`src/hdl/synth_ctrl_pkg.sv`:
```
package synth_ctrl_pkg;
   // apb geometry
   localparam int ADDR_W = 8;
   localparam int DATA_W = 32;
   localparam int STRB_W = 4;
   localparam int REG_W = 16;

   // register indices and byte addresses (index times four)
   localparam logic [ADDR_W-1:0] MAIN_IDX = 8'h00;
   localparam logic [ADDR_W-1:0] AUX_IDX = 8'h01;
   localparam logic [ADDR_W-1:0] MAIN_ADDR = 8'h00;
   localparam logic [ADDR_W-1:0] AUX_ADDR = 8'h04;

   // main_synth_control fields
   localparam int PHASE_ALIGN_BIT = 14;
   localparam int OUT_SILENCE_BIT = 9;
   localparam int SPEED_HI = 8;
   localparam int SPEED_LO = 7;
   localparam int CAL_TRIG_BIT = 3;
   localparam int MUX_SRC_BIT = 2;
   localparam int SOFT_RST_BIT = 1;
   localparam int SLEEP_BIT = 0;
   localparam logic [REG_W-1:0] MAIN_RESET = 16'h200C;

   // aux_pin_and_cal_clock_config fields
   localparam int DRIVE_BIT = 3;
   localparam int DIV_HI = 2;
   localparam int DIV_LO = 0;
   localparam logic [REG_W-1:0] AUX_RESET = 16'h080C;

   typedef struct packed {
      logic psel;
      logic penable;
      logic pwrite;
      logic [ADDR_W-1:0] paddr;
      logic [DATA_W-1:0] pwdata;
      logic [STRB_W-1:0] pstrb;
   } apb_req_t;

   typedef struct packed {
      logic [DATA_W-1:0] prdata;
      logic pready;
      logic pslverr;
   } apb_rsp_t;
endpackage

```
`src/hdl/sync_two_ff.sv`:
```
`timescale 1ns/1ps
module sync_two_ff #(
   parameter int WIDTH = 1
) (
   input wire logic clk, // system clock
   input wire logic reset, // async reset, active high
   input wire logic [WIDTH-1:0] din, // asynchronous input
   output logic [WIDTH-1:0] dout // synchronised output
);
   logic [WIDTH-1:0] meta_q;

   // two flip-flop chain; only the second stage is read
   always_ff @(posedge clk or posedge reset)
   begin
      if (reset)
      begin
         meta_q <= '0;
         dout <= '0;
      end
      else
      begin
         meta_q <= din;
         dout <= meta_q;
      end
   end
endmodule // sync_two_ff

```
`src/hdl/synth_top_control_regs.sv`:
```
// Notes on behaviour
// - phase align bit drives feedback divider routing
// - zero-to-one write of align bit pulses sync
// - silence bit mutes both outputs while calibrating
// - write with trigger bit set starts calibration
// - source bit picks readback or lock detect
// - soft reset holds registers and engines at default
// - sleep bit powers the device down
// - aux register resets to 0x80C
// - drive bit tri-states or drives the pin
//
// Our own choice: the APB slave port.
`timescale 1ns/1ps
module synth_top_control_regs
   import synth_ctrl_pkg::*;
(
   input wire logic clk, // 100 MHz system clock
   input wire logic reset, // async reset, active high
   input synth_ctrl_pkg::apb_req_t apb_req, // apb request group
   output synth_ctrl_pkg::apb_rsp_t apb_rsp, // apb answer group
   input wire logic lock_detect, // lock indication, asynchronous
   input wire logic readback_bit, // readback serial data, asynchronous
   input wire logic cal_busy, // calibration running, same clock
   output logic osc_phase_align_en, // phase alignment mode level
   output logic sync_pulse, // one-cycle synchronisation pulse
   output logic [1:0] cal_pfd_speed_range, // calibration speed range
   output logic freq_cal_trigger, // one-cycle calibration start
   output logic rf_output_a_mute, // mute rf output a
   output logic rf_output_b_mute, // mute rf output b
   output logic soft_reset, // soft reset to engines, level
   output logic sleep_request, // power-down request, level
   output logic [2:0] cal_clk_div, // calibration clock divider exponent
   output logic multiplexed_output_pin_o, // mux pin output value
   output logic multiplexed_output_pin_oe // mux pin output enable
);
   import synth_ctrl_pkg::*;

   typedef struct packed {
      logic [REG_W-1:0] main_synth_control;
      logic [REG_W-1:0] aux_pin_and_cal_clock_config;
      logic sync_pulse;
      logic cal_start;
      logic [DATA_W-1:0] rdata;
      logic mux_pin;
   } state_t;

   state_t state_q;
   state_t state_d;
   // synchronised pin inputs
   logic [1:0] pin_sync;
   logic lock_s;
   logic readback_s;
   // decoded bus phases, register hits and write strobes
   logic setup_ph;
   logic access_ph;
   logic hit_main;
   logic hit_aux;
   logic wr_main;
   logic wr_aux;
   // write data merged into the present register values
   logic [REG_W-1:0] main_new;
   logic [REG_W-1:0] aux_new;

   // merge write data into a register by byte lane; lanes 2 and 3
   // fall outside the 16-bit registers and are dropped
   function automatic logic [REG_W-1:0] lane_merge(
      input logic [REG_W-1:0] old_v,
      input logic [DATA_W-1:0] wd,
      input logic [STRB_W-1:0] strb
   );
      logic [REG_W-1:0] r;
      r = old_v;
      if (strb[0])
         r[7:0] = wd[7:0];
      if (strb[1])
         r[15:8] = wd[15:8];
      return r;
   endfunction

   // zero-extend a register to the bus width
   function automatic logic [DATA_W-1:0] widen(input logic [REG_W-1:0] v);
      return {{(DATA_W-REG_W){1'b0}}, v};
   endfunction

   // read word for the addressed register; holes in the map read zero
   function automatic logic [DATA_W-1:0] read_word(
      input state_t s,
      input logic main_sel,
      input logic aux_sel
   );
      logic [DATA_W-1:0] w;
      w = '0;
      if (main_sel)
         w = widen(s.main_synth_control);
      else if (aux_sel)
         w = widen(s.aux_pin_and_cal_clock_config);
      return w;
   endfunction

   // force every register field and both pulses to default while soft reset is held; the
   // bit itself survives so that the host can write it back to zero
   function automatic state_t hold_defaults(input state_t s);
      state_t r;
      r = s;
      r.main_synth_control = MAIN_RESET;
      r.main_synth_control[SOFT_RST_BIT] = 1'b1;
      r.aux_pin_and_cal_clock_config = AUX_RESET;
      // a write that enters soft reset must not start anything
      r.sync_pulse = 1'b0;
      r.cal_start = 1'b0;
      return r;
   endfunction

   // mux pin source: lock indication when set, readback data when clear
   function automatic logic pick_mux_source(
      input logic src_sel,
      input logic lock_v,
      input logic readback_v
   );
      return src_sel ? lock_v : readback_v;
   endfunction

   // pin-side inputs pass two flip-flops
   sync_two_ff #(
      .WIDTH(2)
   ) u_pin_sync (
      .clk(clk),
      .reset(reset),
      .din({lock_detect, readback_bit}),
      .dout(pin_sync)
   );
   assign lock_s = pin_sync[1];
   assign readback_s = pin_sync[0];

   // apb phase and address decode
   assign setup_ph = apb_req.psel & ~apb_req.penable;
   assign access_ph = apb_req.psel & apb_req.penable;
   assign hit_main = (apb_req.paddr == MAIN_ADDR);
   assign hit_aux = (apb_req.paddr == AUX_ADDR);
   // a write lands at the edge that ends its access phase
   assign wr_main = access_ph & apb_req.pwrite & hit_main;
   assign wr_aux = access_ph & apb_req.pwrite & hit_aux;
   assign main_new = lane_merge(state_q.main_synth_control,
                                apb_req.pwdata, apb_req.pstrb);
   assign aux_new = lane_merge(state_q.aux_pin_and_cal_clock_config,
                               apb_req.pwdata, apb_req.pstrb);

   // next-state logic for registers, pulses and read data
   always_comb
   begin
      state_d = state_q;
      // pulses last one cycle unless a write raises them again
      state_d.sync_pulse = 1'b0;
      state_d.cal_start = 1'b0;
      // capture read data in setup so it is a flop in access
      if (setup_ph)
         state_d.rdata = read_word(state_q, hit_main, hit_aux);
      if (wr_main)
      begin
         state_d.main_synth_control = main_new;
         // rising edge of the align bit fires one sync pulse
         state_d.sync_pulse = main_new[PHASE_ALIGN_BIT] &
            ~state_q.main_synth_control[PHASE_ALIGN_BIT];
         // a write with the trigger bit set starts calibration unless soft reset ends up set
         state_d.cal_start = main_new[CAL_TRIG_BIT];
      end
      if (wr_aux)
         state_d.aux_pin_and_cal_clock_config = aux_new;
      // soft reset holds both registers and both pulses at default except its own bit; read data and mux pin still update
      if (state_d.main_synth_control[SOFT_RST_BIT])
         state_d = hold_defaults(state_d);
      // the pin follows the source that the stored value selects
      state_d.mux_pin = pick_mux_source(
         state_d.main_synth_control[MUX_SRC_BIT], lock_s,
         readback_s);
   end

   // state register
   always_ff @(posedge clk or posedge reset)
   begin
      if (reset)
      begin
         state_q.main_synth_control <= MAIN_RESET;
         state_q.aux_pin_and_cal_clock_config <= AUX_RESET;
         state_q.sync_pulse <= 1'b0;
         state_q.cal_start <= 1'b0;
         state_q.rdata <= '0;
         state_q.mux_pin <= 1'b0;
      end
      else
         state_q <= state_d;
   end

   // apb answer: zero wait states, error on unmapped access
   assign apb_rsp.pready = 1'b1;
   assign apb_rsp.pslverr = access_ph & ~(hit_main | hit_aux);
   assign apb_rsp.prdata = state_q.rdata;

   // control outputs from register fields
   assign osc_phase_align_en =
      state_q.main_synth_control[PHASE_ALIGN_BIT];
   // pulses come straight from flops and last exactly one cycle
   assign sync_pulse = state_q.sync_pulse;
   assign cal_pfd_speed_range =
      state_q.main_synth_control[SPEED_HI:SPEED_LO];
   assign freq_cal_trigger = state_q.cal_start;
   // mute follows cal_busy in the same cycle, so the outputs go quiet
   // as the engine starts rather than one cycle after it
   assign rf_output_a_mute =
      state_q.main_synth_control[OUT_SILENCE_BIT] & cal_busy;
   assign rf_output_b_mute =
      state_q.main_synth_control[OUT_SILENCE_BIT] & cal_busy;
   assign soft_reset = state_q.main_synth_control[SOFT_RST_BIT];
   assign sleep_request = state_q.main_synth_control[SLEEP_BIT];
   assign cal_clk_div =
      state_q.aux_pin_and_cal_clock_config[DIV_HI:DIV_LO];

   // mux pin drive: enable low means high impedance
   assign multiplexed_output_pin_o = state_q.mux_pin;
   assign multiplexed_output_pin_oe =
      state_q.aux_pin_and_cal_clock_config[DRIVE_BIT];
endmodule // synth_top_control_regs

```
`config.mk`:
```
export PLATFORM = sky130hd
export DESIGN_NAME = synth_top_control_regs
export DESIGN_NICKNAME = d
export VERILOG_FILES = /design/src/hdl/synth_ctrl_pkg.sv /design/src/hdl/sync_two_ff.sv /design/src/hdl/synth_top_control_regs.sv
export SDC_FILE = /design/constraint.sdc
export NUM_CORES = 1
export LEC_CHECK = 0
export BUFFER_PORTS_ARGS = -buffer_cell sky130_fd_sc_hd__buf_2
export CAP_MARGIN = 10
export CORE_MARGIN = 1
export CORE_UTILIZATION = 53
export CTS_BUF_LIST = sky130_fd_sc_hd__clkbuf_16
export DETAILED_ROUTE_END_ITERATION = 10
export PLACE_DENSITY_LB_ADDON = 0.15
export SLEW_MARGIN = 20
export SYNTH_ARGS = -nofsm -noshare
export SYNTH_HDL_FRONTEND = slang
export SYNTH_SLANG_ARGS = --single-unit
```
`constraint.sdc`:
```
create_clock -name clk -period 2.9 [get_ports clk]
set_clock_uncertainty 0.15 [all_clocks]
set_input_delay 0.58 -clock clk [delete_from_list [all_inputs] [get_ports clk]]
set_output_delay 0.58 -clock clk [all_outputs]
set_load 0.01 [all_outputs]
```
==> impl_metrics.json, run 1 <==
{
  "status": "completed",
  "ctsResizeCount": 0,
  "place_ws_ps": 107,
  "cp-end-kind": "flip-flop",
  "grt_pass1_vias": 1745,
  "ys_types": 35,
  "met1_length_mm": 2.41,
  "power_frac_seq": 0.544,
  "synth_area_leaders": "dfrtp_1 (45%), buf_4 (11%), dfstp_2 (5.8%), mux2i_1 (5.5%), a22oi_1 (4.7%)",
  "p_comb_frac": 0.078,
  "clkPwrFrac": 0.378,
  "wl_per_cell_um": 14.5,
  "synth_edf_count": 0,
  "fmax_mhz": 402,
  "worstSetupStartpointType": "input port",
  "syn-cell-area_um2": 2740,
  "hold_viol": 0,
  "internal_power_mw": 1.14,
  "drc_errors": 0,
  "num_io_pins": 100,
  "worstMarginPinSlew_ps": 902,
  "route.vias.total": 1890,
  "drt-total-wl_mm": 5.27,
  "crit_fanout": 17,
  "placed_area_um2": 2900,
  "cts_buffer_depth": 2,
  "arrival_ps": 2550,
  "start_util": 0.565,
  "drive_gt1_frac": 0.343,
  "insertion_delay_ps": 280,
  "ys_warn_count": 0,
  "finalCritPeriodShare": 0.858,
  "rsz0062_at_grt": "no",
  "vias_per_cell": 5.19,
  "switching_power_mw": 0.318,
  "drt_iter0_drc": 122,
  "met2WireLength_mm": 2.51,
  "max_cap_viol_count": 0,
  "cp.required_ps": 2960,
  "tritoncts": "done",
  "diodes": 0,
  "place.gp.congestion": 0.800,
  "clkSinkCount": 55,
  "slew_headroom": 0.399,
  "tns_ps": 0,
  "ir_drop_v": 0.000412,
  "p_leak_nw": 1.52,
  "die_x_um": 73.9,
  "globalRouteOverflowTotal": 0,
  "coreArea_um2": 4850,
  "numPortBuffers": 64,
  "design_area_um2": 3030,
  "synthCells": 253,
  "wl_met3_um": 313,
  "grt_max_degree": 33,
  "yosys.area.top_type": "dfrtp_1",
  "grt_pass1_wl_mm": 8.42,
  "h-tree-depth": 2,
  "fin_cells": 364,
  "syn_to_final_growth_pct": 10.8,
  "place_hpwl_mm": 3.86,
  "nNetsFinal": 348,
  "worst_slack_ps": 410,
  "die_area_um2": 5460,
  "place_inst": 356,
  "swShare": 0.218,
  "rows": 25,
  "hold_path_class": "in2async",
  "synth_seq_area_share": 0.505,
  "drt-pass1-iter-count": 5,
  "synth_top_cell_area_share": 0.448,
  "whs_ps": 198,
  "synthFlopType": "dfrtp_1",
  "die_h_um": 73.9,
  "hold_buffers": 0,
  "syn_area_per_cell_um2": 10.8,
  "clock-root-buffer": "clkbuf_16",
  "period_minus_slack_ps": 2490,
  "setup_viol_count_final": 0,
  "synth-seq-cells": 55,
  "powerDensity_nw_per_um2": 482,
  "post_cts_buffers": 0,
  "grt_usage": 0.213,
  "path_class": "in2reg",
  "drt.antenna.violating_nets": 0,
  "top_layer_used": "met4",
  "antenna_found_initial": 0,
  "numCtsBuffers": 5,
  "clkSlewWorstSetupHoldPaths_ps": 60,
  "final_max_slew_viol_count": 0,
  "async_flop_share": 1.00
}
## path summary, 6_finish.rpt
kind                                                  end  cells past startpoint                  from  slack [ps]
max in group asynchronous                  cal_clk_div[2]                      3                 reset        1780
worst max register to register                state_q[62]                      4            soft_reset         950
worst min register to register         u_pin_sync.dout[1]                      0  u_pin_sync.meta_q[1]         200
min in group clk                       u_pin_sync.dout[1]                      0  u_pin_sync.meta_q[1]         200
worst min-delay path                           apb_rsp[4]                      2                 reset         200
worst max-delay path            multiplexed_output_pin_oe                      5           apb_req[37]         410
## kinds of logic after synthesis
group,after synthesis,share of synthesized area
buf+inv,55,0.143
simple gates,72,0.156
flops,55,0.505
mux,18,0.0686
compound gates,51,0.124
other cells,2,0.00274
## metrics by stage
step	total power, mW	util
4_1_cts	1.48	0.626
5_1_grt	1.53	0.626
3_3_place_gp	0.921	0.598
2_1_floorplan	0.893	-
3_5_place_dp	0.924	0.598
6_report	1.46	0.626
## worst max-delay path, stage by stage
cell and delay [ps]:
buf_2 100, or3_2 500, or4_4 630, mux2_4 450, a211o_1 270
## power by group through the flow
stage                     registers, mW  logic, mW  clock network, mW
after floorplan                   0.809     0.0848                  0
after global routing              0.796      0.129              0.601
final                             0.795      0.114              0.553
after global placement            0.808      0.113                  0
after detailed placement          0.809      0.115                  0
after CTS                         0.795      0.116              0.565
## area by class of cell
type,count,area (um2)
Clock buffer,5,125
Clock inverter,3,11.3
Fill cell,418,1810
Inverter,3,11.3
Multi-Input combinational cell,158,1020
Sequential cell,55,1380
Tap cell,67,83.8
Timing Repair Buffer,73,400
## cell usage after synthesis, types with 6 or more instances
cell / instances
clkbuf_1: 8
buf_4: 39
a22oi_1: 17
o21ai_0: 21
mux2i_1: 15
nor2_1: 9
nand2_1: 20
nand2b_1: 6
dfstp_2: 6
nor2_2: 8
a22o_1: 7
dfrtp_1: 49
## flip-flops by register name, indices dropped and copies added (netlist names)
register                   count
state_q                       23
cal_clk_div                    3
apb_rsp                       16
u_pin_sync.meta_q              2
multiplexed_output_pin_oe      1
cal_pfd_speed_range            2
sync_pulse                     1
multiplexed_output_pin_o       1
sleep_request                  1
u_pin_sync.dout                2
soft_reset                     1
osc_phase_align_en             1
freq_cal_trigger               1
## layer usage
metal,GRT usage,vias up
li1,-,908
met1,0.295,905
met2,0.338,73
met3,0.0398,4
met4,0.0684,0
met5,0,-
## cell usage in the layout (no fill, tap or decap), types with 8 or more instances in the layout
master / instances
dfrtp_1: 49
o21ai_0: 21
conb_1: 17
nor2_1: 9
nand2_1: 20
nor2_2: 8
mux2i_1: 15
a22oi_1: 17
buf_4: 8
buf_2: 64
Note: power is estimated with default switching activity, not from simulation.
==> run 2, diff against run 1 <==
--- a/config.mk
+++ b/config.mk
@@ -15,4 +15,5 @@
 export SLEW_MARGIN = 20
 export SYNTH_ARGS = -nofsm -noshare
 export SYNTH_HDL_FRONTEND = slang
+export SYNTH_HIERARCHICAL = 1
 export SYNTH_SLANG_ARGS = --single-unit
==> run 2 against run 1 <==
Non-clock buffer count stayed put. Die area decreased by 2.4%. Synthesized cell count grew 4.0%. Register-to-register slack improved by 180 ps. Utilization up 0.40 points. Largest cell class unchanged. Clock-buffer cell count stayed put. Hold slack got worse by 170 ps. Critical path depth grew 1. Via count grew 2.9%. Maximum frequency grew 7.8%. Critical endpoint is now multiplexed_output_pin_o.
==> impl_metrics.json, run 2 <==
{
  "synth_area_leaders": "dfrtp_1 (46%), buf_4 (11%), dfstp_2 (5.9%), a22oi_1 (4.8%), a21oi_1 (4.5%)",
  "finalCritPeriodShare": 0.796,
  "synth_fa_ha_area_frac": 0,
  "busiest_layer": "met2",
  "drt.antenna.violating_nets": 0,
  "tns_ps": 0,
  "ff2ff_setup_slack_ps": 1130,
  "nFillCells": 425,
  "crit_path_top_delay_cell": "or4_4",
  "synth_xor_area_frac": 0,
  "max_cap_viol_count": 0,
  "path_class": "in2reg",
  "h-tree-depth": 2,
  "setup_viol_count_final": 0,
  "async_flop_share": 1.00,
  "drt-pass1-iter-count": 4,
  "ctsResizeCount": 0,
  "r2r-end": "multiplexed_output_pin_o",
  "syn-cell-area_um2": 2670,
  "ys_types": 36,
  "clkSlewWorstSetupHoldPaths_ps": 60,
  "synthSimpleGateAreaFrac": 0.163,
  "reg2regPathDepth": 3,
  "synthCells": 263,
  "die_x_um": 73.0,
  "die_h_um": 73.0,
  "clock-root-buffer": "clkbuf_16",
  "synth_mux_area_frac": 0.0384,
  "ys_top_cells_by_count": "dfrtp_1 (49), buf_4 (39), nor2_1 (27)",
  "numCtsBuffers": 5,
  "crit_chain": "buf_2 > or4_4 > nor4_4 > nand2_1 > a211o_1 > mux2_1",
  "post_cts_buffers": 0,
  "globalRouteOverflowTotal": 0,
  "drive_gt1_frac": 0.302,
  "nNetsFinal": 359,
  "start_util": 0.558,
  "r2r-start": "soft_reset",
  "antenna_found_initial": 0,
  "grt_util_met1": 0.303,
  "rsz0062_at_grt": "no",
  "status": "completed",
  "cp_slowest_stage_delay_ps": 550,
  "fmax_mhz": 433,
  "rows": 25,
  "hold_buffers": 0,
  "place_hpwl_mm": 3.76,
  "synth_seq_area_share": 0.518,
  "arrival_ps": 2330,
  "route.vias.total": 1944,
  "final_cell_mix": "buf_2 (64), dfrtp_1 (49), nor2_1 (27), a21oi_1 (24)",
  "ir_drop_v": 0.000218,
  "vias_per_cell": 5.18,
  "grt_pass1_wl_mm": 8.28,
  "cp-end-kind": "flip-flop",
  "period_minus_slack_ps": 2310,
  "worstSetupStartpointType": "input port",
  "largest_reg_flops": 23,
  "synth-compound-area-share": 0.143,
  "synth_top_family_by_area": "simple AND/OR/NAND/NOR gates",
  "tritoncts": "done",
  "insertion_delay_ps": 290,
  "num_io_pins": 100,
  "drt_iter0_drc": 97,
  "synth_edf_count": 0,
  "synthFlopType": "dfrtp_1",
  "cp.required_ps": 2920,
  "grt_usage": 0.213,
  "ys_warn_count": 6,
  "synth-seq-cells": 55,
  "grt_pass1_vias": 1702,
  "clkSinkCount": 55,
  "p_leak_nw": 1.55,
  "diodes": 0,
  "numPortBuffers": 64,
  "top_register": "state_q",
  "hold_viol": 0,
  "yosys.area.top_type": "dfrtp_1",
  "synth_top_cell_area_share": 0.459,
  "final_max_slew_viol_count": 0,
  "synth.most_common_cell": "dfrtp_1",
  "crit_fanout": 4,
  "powerDensity_nw_per_um2": 521,
  "whs_ps": 23.8,
  "met2_usage": 0.327,
  "use_met3": 0.0414,
  "final_common_cell": "buf_2",
  "die_area_um2": 5330,
  "syn_area_per_cell_um2": 10.2,
  "place.gp.congestion": 0.775,
  "cts_buffer_depth": 2,
  "worstMarginPinSlew_ps": 595,
  "grt_max_degree": 33,
  "syn_to_final_growth_pct": 12.8,
  "wl_per_cell_um": 13.9,
  "coreArea_um2": 4790,
  "slew_headroom": 0.603,
  "hold_path_class": "in2async",
  "drc_errors": 0,
  "drt-total-wl_mm": 5.21
}
run 2: cell types whose count changed after synthesis, moves of 7 or more:
| cell | change |
|---|---|
| nor2_1 | +18 |
| a21oi_1 | +22 |
| nor2_2 | -8 |
| o21ai_0 | -16 |
| mux2i_1 | -7 |
run 2: worst max path at each step:
| stage | startpoint | endpoint | slack (ps) | cells after the start |
|---|---|---|---|---|
| after detailed placement | apb_req[36] | multiplexed_output_pin_o | 280 | 6 |
| after global routing | apb_req[36] | multiplexed_output_pin_o | 550 | 6 |
| after floorplan | apb_req[36] | multiplexed_output_pin_o | 450 | 5 |
| after global placement | apb_req[36] | multiplexed_output_pin_o | 290 | 6 |
| after CTS | apb_req[36] | multiplexed_output_pin_o | 580 | 6 |
| final | apb_req[36] | multiplexed_output_pin_o | 590 | 6 |
run 2: power breakdown:
group | internal [mW] | switching [mW] | total, mW | leakage (nW)
sequential | 0.818 | 0.0221 | 0.840 | 0.705
clock | 0.312 | 0.244 | 0.556 | 0.0762
combinational | 0.0717 | 0.104 | 0.176 | 0.773
run 2: logic make-up after synthesis:
group / after synthesis
flip-flops: 55
buffers and inverters: 57
AO/OA/AOI/OAI: 59
AND/OR/NAND/NOR: 80
other: 2
multiplexers: 10
run 2: layout make-up:
cell class                 instances  area (um2)  share of cell area
inverter                           6        22.5             0.00747
tap                               67        83.8              0.0278
clock inverter                     3        12.5             0.00415
timing repair buffer              73         400               0.133
multi-input combinational        166         986               0.327
sequential                        55        1380               0.459
clock buffer                       5         125              0.0415
run 2: worst max-delay path, delay by kind of cell:
kind / cells / cell delay [ps]
simple gates: 3 / 1000
compound gates: 1 / 320
mux: 1 / 320
buf+inv: 1 / 110
run 2: per-stage QoR:
stage | cells | total power [mW] | instance area [um2] | util | worst slack [ps]
finish | 375 | 1.57 | 3010 | 0.630 | 591
global route | 375 | 1.65 | 3010 | 0.630 | 550
CTS | 375 | 1.59 | 3010 | 0.630 | 578
detailed placement | 367 | 1.03 | 2880 | 0.601 | 281
global placement | 367 | 1.03 | 2880 | 0.601 | 289
floorplan | 278 | 1.00 | 2730 | - | 449
run 2: per-layer routing:
metal  wire [um]  part of all wire  up-vias
met3         241             0.046        7
li1            -                 -      949
met4          64             0.012        0
met5           0                 0        -
met1        2540              0.49      923
met2        2370              0.45       65
